File: src/rtl/icdt_pkg.sv
// constants, register layout and types for the input capture channel
`default_nettype none
package icdt_pkg;
    localparam int CLK_HZ = 25_000_000;
    localparam int CNT_W = 16;
    localparam int FIFO_DEPTH = 4;
    localparam int PTR_W = 2;
    localparam int SRC_N = 32;
    // register addresses
    localparam logic [1:0] ADDR_CTRL1 = 2'h0;
    localparam logic [1:0] ADDR_CTRL2 = 2'h1;
    localparam logic [1:0] ADDR_FIFO = 2'h2;
    localparam logic [1:0] ADDR_COUNT = 2'h3;
    // control one fields
    localparam int C1_MODE_LSB = 0;
    localparam int C1_BNE = 3;
    localparam int C1_OVF = 4;
    localparam int C1_RATE_LSB = 5;
    localparam int C1_TSEL_LSB = 10;
    localparam int C1_SIDL = 13;
    // control two fields
    localparam int C2_SYNC_LSB = 0;
    localparam int C2_TSTAT = 6;
    localparam int C2_TRIG = 7;
    localparam int C2_CASC = 8;
    localparam logic [15:0] C1_RESET = 16'h0000;
    localparam logic [4:0] SYNC_RESET = 5'h0d;
    localparam logic [4:0] SYNC_NONE = 5'h00;
    localparam logic [2:0] MODE_OFF = 3'h0;
    localparam logic [2:0] MODE_EDGE = 3'h1;
    localparam logic [2:0] MODE_FALL = 3'h2;
    localparam logic [2:0] MODE_RISE = 3'h3;
    localparam logic [2:0] MODE_RISE4 = 3'h4;
    localparam logic [2:0] MODE_RISE16 = 3'h5;
    localparam logic [2:0] MODE_UNUSED = 3'h6;
    localparam logic [2:0] MODE_INTPIN = 3'h7;
    localparam logic [3:0] PRE4_LAST = 4'h3;
    localparam logic [3:0] PRE16_LAST = 4'hf;
    localparam logic [2:0] TSEL_SYS = 3'h7;
    localparam logic [2:0] TSEL_RSV6 = 3'h6;
    localparam logic [2:0] TSEL_RSV5 = 3'h5;
    localparam logic [2:0] TSEL_T1 = 3'h4;
    localparam logic [2:0] TSEL_T5 = 3'h3;
    localparam logic [2:0] TSEL_T4 = 3'h2;
    localparam logic [2:0] TSEL_T2 = 3'h1;
    localparam logic [2:0] TSEL_T3 = 3'h0;
    localparam logic [15:0] CNT_MAX = 16'hffff;
    localparam logic [15:0] CNT_ZERO = 16'h0000;
    typedef enum logic [1:0] {
        ICDT_FREE,
        ICDT_SYNC,
        ICDT_TRIG,
        ICDT_SWTRIG
    } icdt_tb_mode_e;
endpackage : icdt_pkg
`default_nettype wire

File: src/rtl/icdt_channel.sv
// input capture channel with dedicated 16-bit time base and four-entry fifo
// Behaviour
// - free-running counter counts up on selected clock, wraps ffff to 0000
// - each qualifying capture pushes current counter value into fifo unless the fifo is full
// - synchronous mode runs once clock enabled; sync event clears counter
// - trigger mode holds counter until a trigger event arrives
// - selector zero and trigger bit clear is free; nonzero picks sync or trigger
// - selector zero with trigger bit set waits for software to set trigger status
// - cascade: odd holds low half, even high half, odd wrap increments even
// - cascade only when both channels set cascade enable; else 16-bit alone
// - cascaded even channel with trigger bit clear follows odd channel
// - synchronous channel held in reset until its sync source is enabled
// - not-empty flag set while fifo holds data, clears when read empty
// - capture fifo holds four entries
// - read-only overflow flag set by hardware on capture overflow
// - mode field picks off, every edge, falling, rising, every 4th or 16th rising
// - mode 111 is a rising-edge interrupt pin during sleep or idle only
// - rate field interrupts every first to fourth capture
// - every-edge mode ignores the rate field
// - time base select picks system clock or one of five timer ticks
// - stop-in-idle halts the channel during idle, else keeps running
// - trigger status set by hardware or software; clear holds counter at zero
//
// The register addresses and strobed register access were left to the implementer.
`default_nettype none
module icdt_channel #(
    parameter bit IS_ODD = 1'b1
) (
    input wire logic clk_i,
    input wire logic reset_n_i,
    input wire logic [1:0] addr_i,
    input wire logic [15:0] wdata_i,
    input wire logic wr_i,
    input wire logic rd_i,
    output logic [15:0] rdata_o,
    input wire logic capture_input_i,
    input wire logic [4:0] timer_tick_i,
    input wire logic [icdt_pkg::SRC_N-1:0] sync_event_i,
    input wire logic [icdt_pkg::SRC_N-1:0] sync_enabled_i,
    input wire logic cpu_idle_i,
    input wire logic cpu_sleep_i,
    input wire logic partner_cascade_i,
    input wire logic partner_wrap_i,
    input wire logic partner_run_i,
    input wire logic partner_clear_i,
    output logic cascade_o,
    output logic wrap_o,
    output logic run_o,
    output logic clear_o,
    output logic capture_irq_o
);
    logic [15:0] ctrl1_reg;
    logic [8:0] ctrl2_reg;
    logic [icdt_pkg::CNT_W-1:0] cnt_reg;
    logic [icdt_pkg::CNT_W-1:0] cnt_next;
    logic [icdt_pkg::PTR_W-1:0] wptr_reg;
    logic [icdt_pkg::PTR_W-1:0] rptr_reg;
    logic [icdt_pkg::PTR_W:0] fill_reg;
    logic ovf_reg;
    logic [1:0] irq_cnt_reg;
    logic irq_reg;
    logic rd_fifo_reg;
    logic rd_ctrl_reg;
    logic [15:0] rd_hold_reg;
    logic [icdt_pkg::CNT_W-1:0] fifo_rdata;
    logic [2:0] mode;
    logic [1:0] rate;
    logic [2:0] tsel;
    logic [4:0] sync_sel;
    logic trig_bit;
    logic tstat;
    logic casc_bit;
    logic sidl;
    logic cascaded;
    logic follow_odd;
    logic tick;
    logic sync_evt;
    logic sync_en;
    logic halted;
    logic active;
    logic run;
    logic clear_cnt;
    logic cap_evt;
    logic pin_rise;
    logic push;
    logic pop;
    logic full;
    logic empty;
    logic hw_trig;
    logic wr_c1;
    logic wr_c2;
    logic tick_sel;
    icdt_pkg::icdt_tb_mode_e tb_mode;
    assign mode = ctrl1_reg[icdt_pkg::C1_MODE_LSB +: 3];
    assign rate = ctrl1_reg[icdt_pkg::C1_RATE_LSB +: 2];
    assign tsel = ctrl1_reg[icdt_pkg::C1_TSEL_LSB +: 3];
    assign sidl = ctrl1_reg[icdt_pkg::C1_SIDL];
    assign sync_sel = ctrl2_reg[icdt_pkg::C2_SYNC_LSB +: 5];
    assign tstat = ctrl2_reg[icdt_pkg::C2_TSTAT];
    assign trig_bit = ctrl2_reg[icdt_pkg::C2_TRIG];
    assign casc_bit = ctrl2_reg[icdt_pkg::C2_CASC];
    assign wr_c1 = wr_i & (addr_i == icdt_pkg::ADDR_CTRL1);
    assign wr_c2 = wr_i & (addr_i == icdt_pkg::ADDR_CTRL2);
    assign cascaded = casc_bit & partner_cascade_i;
    assign follow_odd = cascaded & ~IS_ODD & ~trig_bit;
    // clock source selection; reserved codes give no ticks
    always_comb begin
        case (tsel)
            icdt_pkg::TSEL_SYS: tick_sel = 1'b1;
            icdt_pkg::TSEL_T1: tick_sel = timer_tick_i[0];
            icdt_pkg::TSEL_T2: tick_sel = timer_tick_i[1];
            icdt_pkg::TSEL_T3: tick_sel = timer_tick_i[2];
            icdt_pkg::TSEL_T4: tick_sel = timer_tick_i[3];
            icdt_pkg::TSEL_T5: tick_sel = timer_tick_i[4];
            default: tick_sel = 1'b0;
        endcase
    end
    assign tick = follow_odd ? partner_wrap_i : tick_sel;
    assign sync_evt = sync_event_i[sync_sel];
    assign sync_en = sync_enabled_i[sync_sel];
    // time base mode decode
    always_comb begin
        if (sync_sel == icdt_pkg::SYNC_NONE) begin
            tb_mode = trig_bit ? icdt_pkg::ICDT_SWTRIG : icdt_pkg::ICDT_FREE;
        end else begin
            tb_mode = trig_bit ? icdt_pkg::ICDT_TRIG : icdt_pkg::ICDT_SYNC;
        end
    end
    assign halted = sidl & cpu_idle_i;
    assign active = (mode != icdt_pkg::MODE_OFF) & (mode != icdt_pkg::MODE_UNUSED)
                    & (mode != icdt_pkg::MODE_INTPIN) & ~halted;
    assign hw_trig = (tb_mode == icdt_pkg::ICDT_TRIG) & sync_evt & active;
    // running and clearing conditions
    always_comb begin
        run = 1'b0;
        clear_cnt = 1'b0;
        case (tb_mode)
            icdt_pkg::ICDT_FREE: run = active;
            icdt_pkg::ICDT_SYNC: begin
                run = active & sync_en;
                clear_cnt = ~sync_en | sync_evt;
            end
            icdt_pkg::ICDT_TRIG, icdt_pkg::ICDT_SWTRIG: begin
                run = active & tstat;
                clear_cnt = ~tstat;
            end
            default: run = 1'b0;
        endcase
        if (follow_odd) begin
            run = partner_run_i & active;
            clear_cnt = partner_clear_i;
        end
    end
    assign run_o = run;
    assign clear_o = clear_cnt;
    assign cascade_o = casc_bit;
    assign wrap_o = run & tick & (cnt_reg == icdt_pkg::CNT_MAX);
    always_comb begin
        cnt_next = cnt_reg;
        if (clear_cnt) begin
            cnt_next = icdt_pkg::CNT_ZERO;
        end else if (run & tick) begin
            cnt_next = 16'(cnt_reg + 16'h0001);
        end
    end
    icdt_edge_det u_edge (
        .clk_i(clk_i),
        .reset_n_i(reset_n_i),
        .capture_input_i(capture_input_i),
        .run_i(active & (run | tb_mode == icdt_pkg::ICDT_SYNC)),
        .capture_mode_sel_i(mode),
        .event_o(cap_evt),
        .rise_o(pin_rise)
    );
    assign full = (fill_reg == 3'(icdt_pkg::FIFO_DEPTH));
    assign empty = (fill_reg == 3'h0);
    assign push = cap_evt & ~full;
    assign pop = rd_i & (addr_i == icdt_pkg::ADDR_FIFO) & ~empty;
    icdt_fifo_mem u_mem (
        .clk_i(clk_i),
        .reset_n_i(reset_n_i),
        .wr_en_i(push),
        .wr_addr_i(wptr_reg),
        .wr_data_i(cnt_reg),
        .rd_addr_i(rptr_reg),
        .rd_data_o(fifo_rdata)
    );
    always_ff @(posedge clk_i or negedge reset_n_i) begin
        if (!reset_n_i) begin
            ctrl1_reg <= icdt_pkg::C1_RESET;
            ctrl2_reg <= {4'h0, icdt_pkg::SYNC_RESET};
            cnt_reg <= icdt_pkg::CNT_ZERO;
        end else begin
            if (wr_c1) begin
                ctrl1_reg <= wdata_i;
            end
            if (wr_c2 | hw_trig) begin
                ctrl2_reg <= wr_c2 ? wdata_i[8:0] : ctrl2_reg;
                ctrl2_reg[icdt_pkg::C2_TSTAT] <= hw_trig | (wr_c2 & wdata_i[icdt_pkg::C2_TSTAT]);
            end
            cnt_reg <= cnt_next;
        end
    end
    always_ff @(posedge clk_i or negedge reset_n_i) begin
        if (!reset_n_i) begin
            wptr_reg <= '0;
            rptr_reg <= '0;
            fill_reg <= '0;
            ovf_reg <= 1'b0;
        end else begin
            wptr_reg <= push ? 2'(wptr_reg + 2'h1) : wptr_reg;
            rptr_reg <= pop ? 2'(rptr_reg + 2'h1) : rptr_reg;
            fill_reg <= 3'(fill_reg + {2'h0, push} - {2'h0, pop});
            ovf_reg <= (cap_evt & full) | (ovf_reg & active);
        end
    end
    // interrupt counting: rate ignored in every-edge mode, pin mode in low power
    always_ff @(posedge clk_i or negedge reset_n_i) begin
        if (!reset_n_i) begin
            irq_cnt_reg <= 2'h0;
            irq_reg <= 1'b0;
        end else begin
            irq_reg <= 1'b0;
            if (mode == icdt_pkg::MODE_INTPIN) begin
                irq_reg <= pin_rise & (cpu_sleep_i | cpu_idle_i);
                irq_cnt_reg <= 2'h0;
            end else if (mode == icdt_pkg::MODE_OFF) begin
                irq_cnt_reg <= 2'h0;
            end else if (push & (mode == icdt_pkg::MODE_EDGE)) begin
                irq_reg <= 1'b1;
            end else if (push) begin
                irq_reg <= (irq_cnt_reg == rate);
                irq_cnt_reg <= (irq_cnt_reg == rate) ? 2'h0 : 2'(irq_cnt_reg + 2'h1);
            end
        end
    end
    assign capture_irq_o = irq_reg;
    always_ff @(posedge clk_i or negedge reset_n_i) begin
        if (!reset_n_i) begin
            rd_fifo_reg <= 1'b0;
            rd_ctrl_reg <= 1'b0;
            rd_hold_reg <= 16'h0000;
        end else begin
            rd_fifo_reg <= rd_i & (addr_i == icdt_pkg::ADDR_FIFO);
            rd_ctrl_reg <= rd_i & (addr_i != icdt_pkg::ADDR_FIFO);
            case (addr_i)
                icdt_pkg::ADDR_CTRL1: begin
                    rd_hold_reg <= {2'h0, ctrl1_reg[13:10], 3'h0, ctrl1_reg[6:5], ovf_reg, ~empty, ctrl1_reg[2:0]};
                end
                icdt_pkg::ADDR_CTRL2: rd_hold_reg <= {7'h00, ctrl2_reg[8:6], 1'b0, ctrl2_reg[4:0]};
                icdt_pkg::ADDR_COUNT: rd_hold_reg <= cnt_reg;
                default: rd_hold_reg <= 16'h0000;
            endcase
        end
    end
    assign rdata_o = rd_fifo_reg ? fifo_rdata : (rd_ctrl_reg ? rd_hold_reg : 16'h0000);
    a_fifo_bound: assert property (@(posedge clk_i) disable iff (!reset_n_i)
        fill_reg <= 3'(icdt_pkg::FIFO_DEPTH)) else $error("fifo fill above depth");
    a_push_grows: assert property (@(posedge clk_i) disable iff (!reset_n_i)
        push && !pop |=> fill_reg == $past(fill_reg) + 3'h1) else $error("push lost");
    a_wrap_zero: assert property (@(posedge clk_i) disable iff (!reset_n_i)
        wrap_o && !clear_cnt |=> cnt_reg == icdt_pkg::CNT_ZERO) else $error("no wrap to zero");
    a_hold_zero: assert property (@(posedge clk_i) disable iff (!reset_n_i)
        tb_mode == icdt_pkg::ICDT_TRIG && !tstat && !follow_odd |=> cnt_reg == icdt_pkg::CNT_ZERO)
        else $error("counter runs untriggered");
    a_sync_clear: assert property (@(posedge clk_i) disable iff (!reset_n_i)
        tb_mode == icdt_pkg::ICDT_SYNC && sync_evt && !follow_odd |=> cnt_reg == icdt_pkg::CNT_ZERO)
        else $error("sync did not clear");
    a_ovf_full: assert property (@(posedge clk_i) disable iff (!reset_n_i)
        cap_evt && full |=> ovf_reg) else $error("overflow not flagged");
    a_trig_sets: assert property (@(posedge clk_i) disable iff (!reset_n_i)
        hw_trig |=> ctrl2_reg[icdt_pkg::C2_TSTAT]) else $error("trigger status not set");
    a_idle_stop: assert property (@(posedge clk_i) disable iff (!reset_n_i)
        halted |-> !push) else $error("capture during idle stop");
    a_alone_16: assert property (@(posedge clk_i) disable iff (!reset_n_i)
        !cascaded && run && tick_sel && !clear_cnt |=> cnt_reg == 16'($past(cnt_reg) + 16'h0001))
        else $error("own clock not counted");
endmodule : icdt_channel
`default_nettype wire

File: src/rtl/icdt_fifo_mem.sv
// four-entry capture storage with registered read data
`default_nettype none
module icdt_fifo_mem (
    input wire logic clk_i,
    input wire logic reset_n_i,
    input wire logic wr_en_i,
    input wire logic [icdt_pkg::PTR_W-1:0] wr_addr_i,
    input wire logic [icdt_pkg::CNT_W-1:0] wr_data_i,
    input wire logic [icdt_pkg::PTR_W-1:0] rd_addr_i,
    output logic [icdt_pkg::CNT_W-1:0] rd_data_o
);
    logic [icdt_pkg::CNT_W-1:0] mem_reg [icdt_pkg::FIFO_DEPTH];
    always_ff @(posedge clk_i) begin
        if (wr_en_i) begin
            mem_reg[wr_addr_i] <= wr_data_i;
        end
    end
    always_ff @(posedge clk_i or negedge reset_n_i) begin
        if (!reset_n_i) begin
            rd_data_o <= icdt_pkg::CNT_ZERO;
        end else begin
            rd_data_o <= mem_reg[rd_addr_i];
        end
    end
endmodule : icdt_fifo_mem
`default_nettype wire

File: src/rtl/icdt_edge_det.sv
// capture input edge detection and prescaled event qualification
`default_nettype none
module icdt_edge_det (
    input wire logic clk_i,
    input wire logic reset_n_i,
    input wire logic capture_input_i,
    input wire logic run_i,
    input wire logic [2:0] capture_mode_sel_i,
    output logic event_o,
    output logic rise_o
);
    logic in_reg;
    logic [3:0] pre_reg;
    logic [3:0] pre_next;
    logic rise;
    logic fall;
    logic pre_last;
    assign rise = capture_input_i & ~in_reg;
    assign fall = ~capture_input_i & in_reg;
    assign rise_o = rise;
    assign pre_last = (capture_mode_sel_i == icdt_pkg::MODE_RISE4) ? (pre_reg == icdt_pkg::PRE4_LAST)
                                                                    : (pre_reg == icdt_pkg::PRE16_LAST);
    // selects which edges count as captures
    always_comb begin
        event_o = 1'b0;
        pre_next = pre_reg;
        case (capture_mode_sel_i)
            icdt_pkg::MODE_EDGE: event_o = rise | fall;
            icdt_pkg::MODE_FALL: event_o = fall;
            icdt_pkg::MODE_RISE: event_o = rise;
            icdt_pkg::MODE_RISE4, icdt_pkg::MODE_RISE16: begin
                if (rise) begin
                    event_o = pre_last;
                    pre_next = pre_last ? 4'h0 : 4'(pre_reg + 4'h1);
                end
            end
            default: begin
                event_o = 1'b0;
                pre_next = 4'h0;
            end
        endcase
        if (!run_i) begin
            event_o = 1'b0;
            pre_next = 4'h0;
        end
    end
    always_ff @(posedge clk_i or negedge reset_n_i) begin
        if (!reset_n_i) begin
            in_reg <= 1'b0;
            pre_reg <= 4'h0;
        end else begin
            in_reg <= capture_input_i;
            pre_reg <= pre_next;
        end
    end
endmodule : icdt_edge_det
`default_nettype wire

File: config.mk
export PLATFORM = sky130hd
export DESIGN_NAME = icdt_channel
export DESIGN_NICKNAME = d
export VERILOG_FILES = /design/src/rtl/icdt_pkg.sv /design/src/rtl/icdt_channel.sv /design/src/rtl/icdt_fifo_mem.sv /design/src/rtl/icdt_edge_det.sv
export SDC_FILE = /design/constraint.sdc
export NUM_CORES = 1
export LEC_CHECK = 0
export BUFFER_PORTS_ARGS = -buffer_cell sky130_fd_sc_hd__buf_4
export CAP_MARGIN = 20
export CORE_ASPECT_RATIO = 0.5
export CORE_MARGIN = 3
export CORE_UTILIZATION = 54
export DETAILED_ROUTE_END_ITERATION = 6
export PLACE_DENSITY = 0.77
export SYNTH_ARGS = -nofsm -noshare
export SYNTH_HDL_FRONTEND = slang
export SYNTH_SLANG_ARGS = --single-unit
File: constraint.sdc
create_clock -name clk_i -period 3.7 [get_ports clk_i]
set_clock_uncertainty 0.15 [all_clocks]
set_input_delay 0.185 -clock clk_i [delete_from_list [all_inputs] [get_ports clk_i]]
set_output_delay 0.185 -clock clk_i [all_outputs]
set_load 0.02 [all_outputs]
==> run metrics, run 1 <==
Sw Share 30.6%; initial antenna violation count 0; Crit Path Max Fanout 17; starting density of the core 56.7%; FFs w/ async S/R, synth 56.5%; routability congestion estimate 0.844; pin count of the biggest net entering global routing 65; Hold Buf Count CTS 18; max-cap viol count 0; metal2 WL 7920 um; syn_nets 605; DR pass1 iterations 6; vias per std cell 5.96; Peak VDD IR 0.000320 V; DR top layer met4; Clock Latency Late Sink 0.42 ns; dominant synthesized flop cell dfrtp_1; EDFF count, synth 64; worst-margin pin slew 0.826 ns; top post-synthesis cells by count dfrtp_1, edfxtp_1, nand2_1; post-route setup TNS 0 ns; first-pass GRT wire length 25700 um; CP arrival 2.93 ns; Die Y 85.6 um; routed vias 4810; number of max-slew violations in the final report 0; Yosys top cell area share 29.2%; post-CTS setup buffers 0; Max clock buf depth 2; Setup crit end kind output port; total gr overflow 0; Die Wd 165 um; Tmin final 3.27 ns; Cell Chain, Critical Path mux4_2 > nand3b_1 > a41oi_1 > or3_1 > o211ai_4 > buf_4; Site Rows 28; Routed Antenna Nets 0; slowest library cell on the worst path dfstp_2; gr usage total 24.2%; flip-flop and latch count after synthesis 147; port bufs 111; Mapped Cells 496; Die ar. 14200 um^2; Worst Path Buf+Inv 1; vias in the first global route 4880; register area share after synthesis 58.4%; Mapped Area 6850 um^2; logic gate share of total power 22.7%; hpwl dp 11000 um; share of cells above drive strength 1 31.8%; WL final 16300 um; critical path class reg -> out; startpoint types flop; H-tree depth 4; WP data required 3.37 ns; max FFs per register 64; Num CTS Buffers 17; Final Cycle Share 88.4%; synth top area cells dfrtp_1, edfxtp_1, mux4_2; Synth area leader dfrtp_1; Top Family by Delay on Critical Path flip-flops; CTS tree built; Ports 119; Hold Path Class in -> reg; mean routed wirelength per cell 20.2 um; post-synthesis cell type count 62; R2R setup slack 0.52 ns; PwrDens 577 nW/um^2; # clock sinks 147; PostCTS Resize Cnt 0; Power Total 4.96 mW; Placed Instances 756; Final Hold Fails 0; DRC viols 0; CTS root buffer clkbuf_16; final setup fails 0; clock share of power 32.8%; wl on met1 6940 um; status finished, final reports clean; Area Growth Syn to Fin 25.5%; Net Switching 1.52 mW; RSZ-0062 raised after global routing no; yosys warns 0; fmax 306 MHz; top-count cell post-synth dfrtp_1; Nets 738; CTS clk-pin slew, worst paths 0.06 ns; Non-Filler Instances 807; Sequential Power Share 44.5%; slowest cell delay on critical path 0.76 ns; Avg Synthesized Cell Area 13.8 um^2; # diodes 0; Rel. slew slack 44.9%; 1st-iter DRT viols 308; Internal 3.44 mW; leakage power 3.47 nW; routed wire length on met3 1200 um; core outline area 12100 um^2
-- layer usage --
layer / vias up / global-route usage [%]
met5: - / 0
met4: 0 / 7.38
met3: 27 / 5.35
met2: 203 / 39.9
met1: 2416 / 32.8
li1: 2164 / -
-- final timing paths --
path                         startpoint               to  cells after the start
hold reg to reg                 ovf_reg          ovf_reg                      2
hold / removal                addr_i[0]  rd_hold_reg[15]                      2
setup / recovery           ctrl2_reg[0]          clear_o                      6
max in group asynchronous     reset_n_i       cnt_reg[2]                      3
min in group asynchronous     reset_n_i  rd_hold_reg[11]                      2
setup reg to reg           ctrl1_reg[0]      fill_reg[2]                     12
-- power groups by stage --
stage	Sequential (mW)	Clock, mW	Combinational (mW)
after floorplan	2.07	0	0.887
after global placement	2.25	0	1.01
after detailed placement	2.27	0	1.04
after CTS	2.24	1.64	1.06
after global routing	2.25	1.71	1.22
final	2.21	1.63	1.12
-- cell families (layout without fill, tap and decap cells) --
| logic type | count (synthesis) | count (layout) | share of synthesized area (%) |
|---|---|---|---|
| DFF | 147 | 147 | 58.4 |
| AOI/OAI and AO/OA | 82 | 82 | 8.50 |
| xor gates and xnor gates | 14 | 14 | 1.79 |
| and+or+nand+nor | 142 | 142 | 11.1 |
| muxes | 60 | 60 | 15.3 |
| adders and majority gates | 11 | 11 | 2.12 |
| buffers and inverters | 40 | 186 | 2.72 |
-- cells in the final DEF, fill, tap and decap left out, types with 10 or more instances in the layout --
cell type	instances
buf_4	120
dfrtp_1	80
edfxtp_1	64
nand2_1	37
o21ai_0	25
mux4_2	24
nor2_1	24
a22o_1	20
dlygate4sd3_1	18
clkbuf_16	17
inv_1	15
mux2_2	15
nand3_1	14
mux2i_1	13
and3_1	11
a21oi_1	11
ha_1	10
-- area by class of cell --
class / count / area [um^2]
flip-flops and latches: 147 / 4000
fillers: 846 / 3490
multi-input cells: 309 / 2660
repair buffers: 139 / 1110
clock buffers: 17 / 425
well taps: 165 / 206
clock inverters: 15 / 138
inverters: 15 / 56.3
-- per-stage QoR --
step                      hold WS, ns  utilization, %  setup WS [ns]  cell area [um^2]
after global routing           0.0170            71.1          0.257              8600
final                          0.0213            71.1          0.431              8600
after global placement          0.168            64.8          0.659              7830
after floorplan                -0.261               -          0.762              6850
after detailed placement        0.171            64.8          0.564              7830
after CTS                     0.00427            70.9          0.402              8570
No activity file was read; power rests on OpenSTA's default activity.
==> run 2, diff against run 1 <==
--- a/config.mk
+++ b/config.mk
@@ -7,7 +7,7 @@
 export LEC_CHECK = 0
 export BUFFER_PORTS_ARGS = -buffer_cell sky130_fd_sc_hd__buf_4
 export CAP_MARGIN = 20
-export CORE_ASPECT_RATIO = 0.5
+export CORE_ASPECT_RATIO = 0.7
 export CORE_MARGIN = 3
 export CORE_UTILIZATION = 54
 export DETAILED_ROUTE_END_ITERATION = 6
==> run metrics, run 2 (synthesis results as in run 1) <==
DRC viols 0 (unchanged); Die ar. 14100 um^2 (was 14200 um^2); first-pass GRT wire length 26900 um (was 25700 um); final instance area 8580 um^2 (was 8600 um^2); Num CTS Buffers 17 (unchanged); port bufs 111 (unchanged); Die Y 100 um (was 85.6 um); share of cells above drive strength 1 31.2% (was 31.8%); Ports 119 (unchanged); hpwl dp 11600 um (was 11000 um); total gr overflow 0 (unchanged); pin count of the biggest net entering global routing 84 (was 65); Worst Hold Slack 0.00789 ns (was 0.0213 ns); core outline area 12100 um^2 (about the same); max-cap viol count 0 (unchanged); CTS clk-pin slew, worst paths 0.06 ns (about the same); H-tree depth 4 (unchanged); initial antenna violation count 0 (unchanged); vias per std cell 6.15 (was 5.96); Site Rows 33 (was 28); WL final 17400 um (was 16300 um); Tmin final 3.35 ns (was 3.27 ns); CP arrival 3.02 ns (was 2.93 ns); vias in the first global route 4894 (was 4880); commonest non-fill, non-tap cell in the layout buf_4 (unchanged); gr usage total 25.2% (was 24.2%); startpoint types flop (unchanged); Routed Antenna Nets 0 (unchanged); DR pass1 iterations 5 (was 6); Final Hold Fails 0 (unchanged); final setup fails 0 (unchanged); 1st-iter DRT viols 509 (was 308); PwrDens 578 nW/um^2 (was 577 nW/um^2); CTS tree built (unchanged); post-place setup slack 0.469 ns (was 0.564 ns); WP data required 3.37 ns (about the same); Crit Path Max Fanout 17 (unchanged); worst-margin pin slew 0.945 ns (was 0.826 ns); Setup crit end kind output port (unchanged); Hold Path Class in -> async (was in -> reg); mean routed wirelength per cell 21.8 um (was 20.2 um); post-route setup TNS 0 ns (unchanged); routed vias 4914 (was 4810); CTS root buffer clkbuf_16 (unchanged); Placed Area 7810 um^2 (was 7830 um^2); Max clock buf depth 2 (unchanged); starting density of the core 56.8% (was 56.7%); Rel. slew slack 37.0% (was 44.9%); most frequent cells in the layout buf_4, dfrtp_1, edfxtp_1 (unchanged); leakage power 3.47 nW (about the same); fmax 298 MHz (was 306 MHz); RSZ-0062 raised after global routing no (unchanged); Die Wd 141 um (was 165 um); Area Growth Syn to Fin 25.2% (was 25.5%); max FFs per register 64 (unchanged); # clock sinks 147 (unchanged); routability congestion estimate 0.850 (was 0.844); Nets 737 (was 738); number of max-slew violations in the final report 0 (unchanged); critical path class reg -> out (unchanged); slack of the critical path 0.348 ns (was 0.431 ns); Clock Latency Late Sink 0.41 ns (was 0.42 ns); status finished, final reports clean (unchanged); Final Cycle Share 90.6% (was 88.4%); Peak VDD IR 0.000493 V (was 0.000320 V)
[run 2: routing by layer]
| layer | global-route usage, % | wire [um] |
|---|---|---|
| met1 | 36.0 | 7400 |
| met3 | 5.81 | 1230 |
| met5 | 0 | 0 |
| met4 | 6.70 | 259 |
| met2 | 39.8 | 8530 |
[run 2: through the flow]
step / util, % / power [mW] / cells
6_report: 71.1 / 4.96 / 799
5_1_grt: 71.1 / 5.17 / 798
4_1_cts: 70.9 / 4.98 / 797
3_5_place_dp: 64.8 / 3.34 / 747
3_3_place_gp: 64.8 / 3.27 / 747
2_1_floorplan: - / 2.96 / 496
[run 2: cell type report]
| cell class | instances | area (um^2) |
|---|---|---|
| Inverter | 15 | 56.3 |
| Antenna cell | 1 | 2.50 |
| Sequential cell | 147 | 4000 |
| Clock inverter | 13 | 124 |
| Clock buffer | 19 | 433 |
| Timing Repair Buffer | 138 | 1100 |
| Multi-Input combinational cell | 309 | 2660 |
| Fill cell | 813 | 3480 |
| Tap cell | 157 | 196 |
[run 2: report_power, final]
part / internal, mW / leakage [nW] / switching, mW
clock network: 0.935 / 0.267 / 0.681
registers: 1.94 / 1.57 / 0.271
logic: 0.593 / 1.63 / 0.535
[run 2: critical path: stages, from the launching register on]
cell and delay [ns]:
dfrtp_1 0.74, mux4_2 0.57, nand2b_1 0.15, a31o_1 0.22
or3_1 0.41, o211ai_4 0.27, buf_4 0.25
[run 2: path summary, 6_finish.rpt]
check                        startpoint             endpoint  slack [ns]  cells after the start
hold reg to reg             fill_reg[2]          fill_reg[2]        0.39                      1
setup reg to reg           ctrl1_reg[1]          fill_reg[2]        0.40                     12
max in group asynchronous     reset_n_i         ctrl2_reg[3]        2.75                      3
hold / removal                reset_n_i  u_mem.rd_data_o[15]       0.008                      2
setup / recovery           ctrl2_reg[1]              clear_o        0.35                      6
min in group clk_i            addr_i[0]      rd_hold_reg[14]        0.04                      2
[run 2: timing repair]
item                      CTS  global route
setup buffers               0             0
gates resized for setup     0             0
hold buffers               18             0
hold endpoints to repair  101             0
==> run 3, diff against run 2 <==
==> constraint.sdc (replaced) <==
create_clock -name clk_i -period 3.7 [get_ports clk_i]
set_clock_uncertainty 0.15 [all_clocks]
set_input_delay 0.74 -clock clk_i [delete_from_list [all_inputs] [get_ports clk_i]]
set_output_delay 0.74 -clock clk_i [all_outputs]
set_load 0.02 [all_outputs]
==> run metrics, run 3 (synthesis results as in run 1) <==
PwrDens 604 nW/um^2 (was 578 nW/um^2); CTS tree built (unchanged); clock share of power 34.7% (was 32.6%); Non-Filler Instances 788 (was 799); commonest non-fill, non-tap cell in the layout buf_4 (unchanged); Final Hold Fails 0 (unchanged); Crit Path Max Fanout 15 (was 17); Peak VDD IR 0.000504 V (was 0.000493 V); Tmin final 3.61 ns (was 3.35 ns); DRC viols 0 (unchanged); fmax 277 MHz (was 298 MHz); slowest library cell on the worst path dfstp_4 (was dfrtp_1); initial antenna violation count 0 (unchanged); most frequent cells in the layout buf_4, dfrtp_1, edfxtp_1 (unchanged); # diodes 0 (was 1); leakage power 3.46 nW (was 3.47 nW); port bufs 111 (unchanged); Setup crit end kind output port (unchanged); CP arrival 2.72 ns (was 3.02 ns); Internal 3.62 mW (was 3.47 mW); Worst Hold Slack 0.100 ns (was 0.00789 ns); Area Growth Syn to Fin 24.2% (was 25.2%); vias per std cell 6.08 (was 6.15); Power Total 5.14 mW (was 4.96 mW); Max clock buf depth 2 (unchanged); status finished, final reports clean (unchanged); Die ar. 14100 um^2 (unchanged); mean routed wirelength per cell 21.5 um (was 21.8 um); starting density of the core 56.8% (unchanged); vias in the first global route 4734 (was 4894); post-route setup TNS 0 ns (unchanged); core outline area 12100 um^2 (unchanged); worst-margin pin slew 0.994 ns (was 0.945 ns); routed vias 4791 (was 4914); gr usage total 24.5% (was 25.2%); Site Rows 33 (unchanged); # clock sinks 147 (unchanged); max-cap viol count 0 (unchanged); startpoint types flop (unchanged); Cell Chain, Critical Path mux4_2 > nand3b_1 > a41oi_1 > or3_1 > o211ai_4 > buf_4 (was mux4_2 > nand2b_1 > a31o_1 > or3_1 > o211ai_4 > buf_4); Net Switching 1.52 mW (was 1.49 mW); pin count of the biggest net entering global routing 31 (was 84); CTS clk-pin slew, worst paths 0.06 ns (about the same); logic gate share of total power 22.4% (was 22.8%); final setup fails 0 (unchanged); multi-input logic area 2670 um^2 (was 2660 um^2); share of cells above drive strength 1 33.8% (was 31.2%); final core utilization 70.6% (was 71.1%); Num CTS Buffers 17 (unchanged); max FFs per register 64 (unchanged); total gr overflow 0 (unchanged); RSZ-0062 raised after global routing no (unchanged); Final Cycle Share 97.6% (was 90.6%); number of max-slew violations in the final report 0 (unchanged); Sw Share 29.5% (was 30.0%); CTS root buffer clkbuf_16 (unchanged); Ports 119 (unchanged); Placed Instances 755 (was 747); slowest cell delay on critical path 0.74 ns (about the same); DR pass1 iterations 5 (unchanged); first-pass GRT wire length 26000 um (was 26900 um); routability congestion estimate 0.895 (was 0.850); 1st-iter DRT viols 435 (was 509); Die Y 100 um (unchanged); Nets 727 (was 737); Rel. slew slack 33.7% (was 37.0%); critical path class reg -> out (unchanged); WP data required 2.81 ns (was 3.37 ns); Sequential Power Share 42.9% (was 44.7%); Die Wd 141 um (unchanged); # fillers 824 (was 813); Routed Antenna Nets 0 (unchanged); hpwl dp 11700 um (was 11600 um); H-tree depth 4 (unchanged); Clock Latency Late Sink 0.41 ns (about the same); WL final 17000 um (was 17400 um); Seq. cell area 4010 um^2 (was 4000 um^2); Hold Path Class in -> async (unchanged); Hold Buf Count CTS 0 (was 18)
## run 3: cell types whose count changed in the layout (fill, tap and decap cells not counted), sizes merged
cell | before | now
buf | 120 | 128
clkinvlp | 2 | 1
bufinv | 1 | 3
clkbuf | 19 | 17
diode | 1 | 0
dlygate4sd3 | 18 | 0
inv | 20 | 21
## run 3: critical path: cells and delay by family, from the launching register on
| family | cells | cell delay, ns |
|---|---|---|
| flip-flops | 1 | 0.74 |
| multiplexers | 1 | 0.53 |
| AND/OR/NAND/NOR | 2 | 0.51 |
| AO/OA/AOI/OAI | 2 | 0.34 |
| buffers and inverters | 1 | 0.18 |
## run 3: power groups by stage
stage | clock, mW | sequential [mW] | combinational (mW)
5_1_grt | 1.88 | 2.24 | 1.25
3_3_place_gp | 0 | 2.20 | 1.09
3_5_place_dp | 0 | 2.23 | 1.15
2_1_floorplan | 0 | 2.07 | 0.887
4_1_cts | 1.81 | 2.20 | 1.15
6_report | 1.79 | 2.21 | 1.15
## run 3: metal layers
layer | GRT usage (%) | part of all wire [%]
met5 | 0 | 0
met3 | 6.00 | 6.5
met4 | 6.48 | 1.7
met2 | 37.4 | 47
met1 | 35.8 | 45
## run 3: metrics by stage
stage | area, um^2 | setup WS, ns
3_3_place_gp | 7870 | 0.194
6_report | 8510 | 0.0902
2_1_floorplan | 6850 | 0.499
4_1_cts | 8500 | 0.0352
5_1_grt | 8510 | 0.00345
3_5_place_dp | 7870 | 0.0493
## run 3: area by class of cell
cell class	count	area share [%]
Clock buffer	17	5.00
Timing Repair Buffer	128	11.3
Tap cell	157	2.31
Clock inverter	15	2.29
Inverter	15	0.662
Sequential cell	147	47.1
Multi-Input combinational cell	309	31.3
## run 3: worst paths after layout
kind,start,end,slack [ns],cells after the start
max,ctrl2_reg[0],clear_o,0.09,6
min,reset_n_i,u_mem.rd_data_o[15],0.10,1
max reg2reg,ctrl1_reg[1],fill_reg[2],0.31,13
min reg2reg,u_edge.pre_reg[0],u_edge.pre_reg[0],0.39,1
max in group asynchronous,reset_n_i,ctrl2_reg[2],2.56,2
min in group clk_i,capture_input_i,u_edge.in_reg,0.31,1
## run 3: repair_timing
action,CTS,global route
buffers inserted,0,1
gates cloned,0,0
resized for setup,2,1
endpoints found under the setup margin,1,2
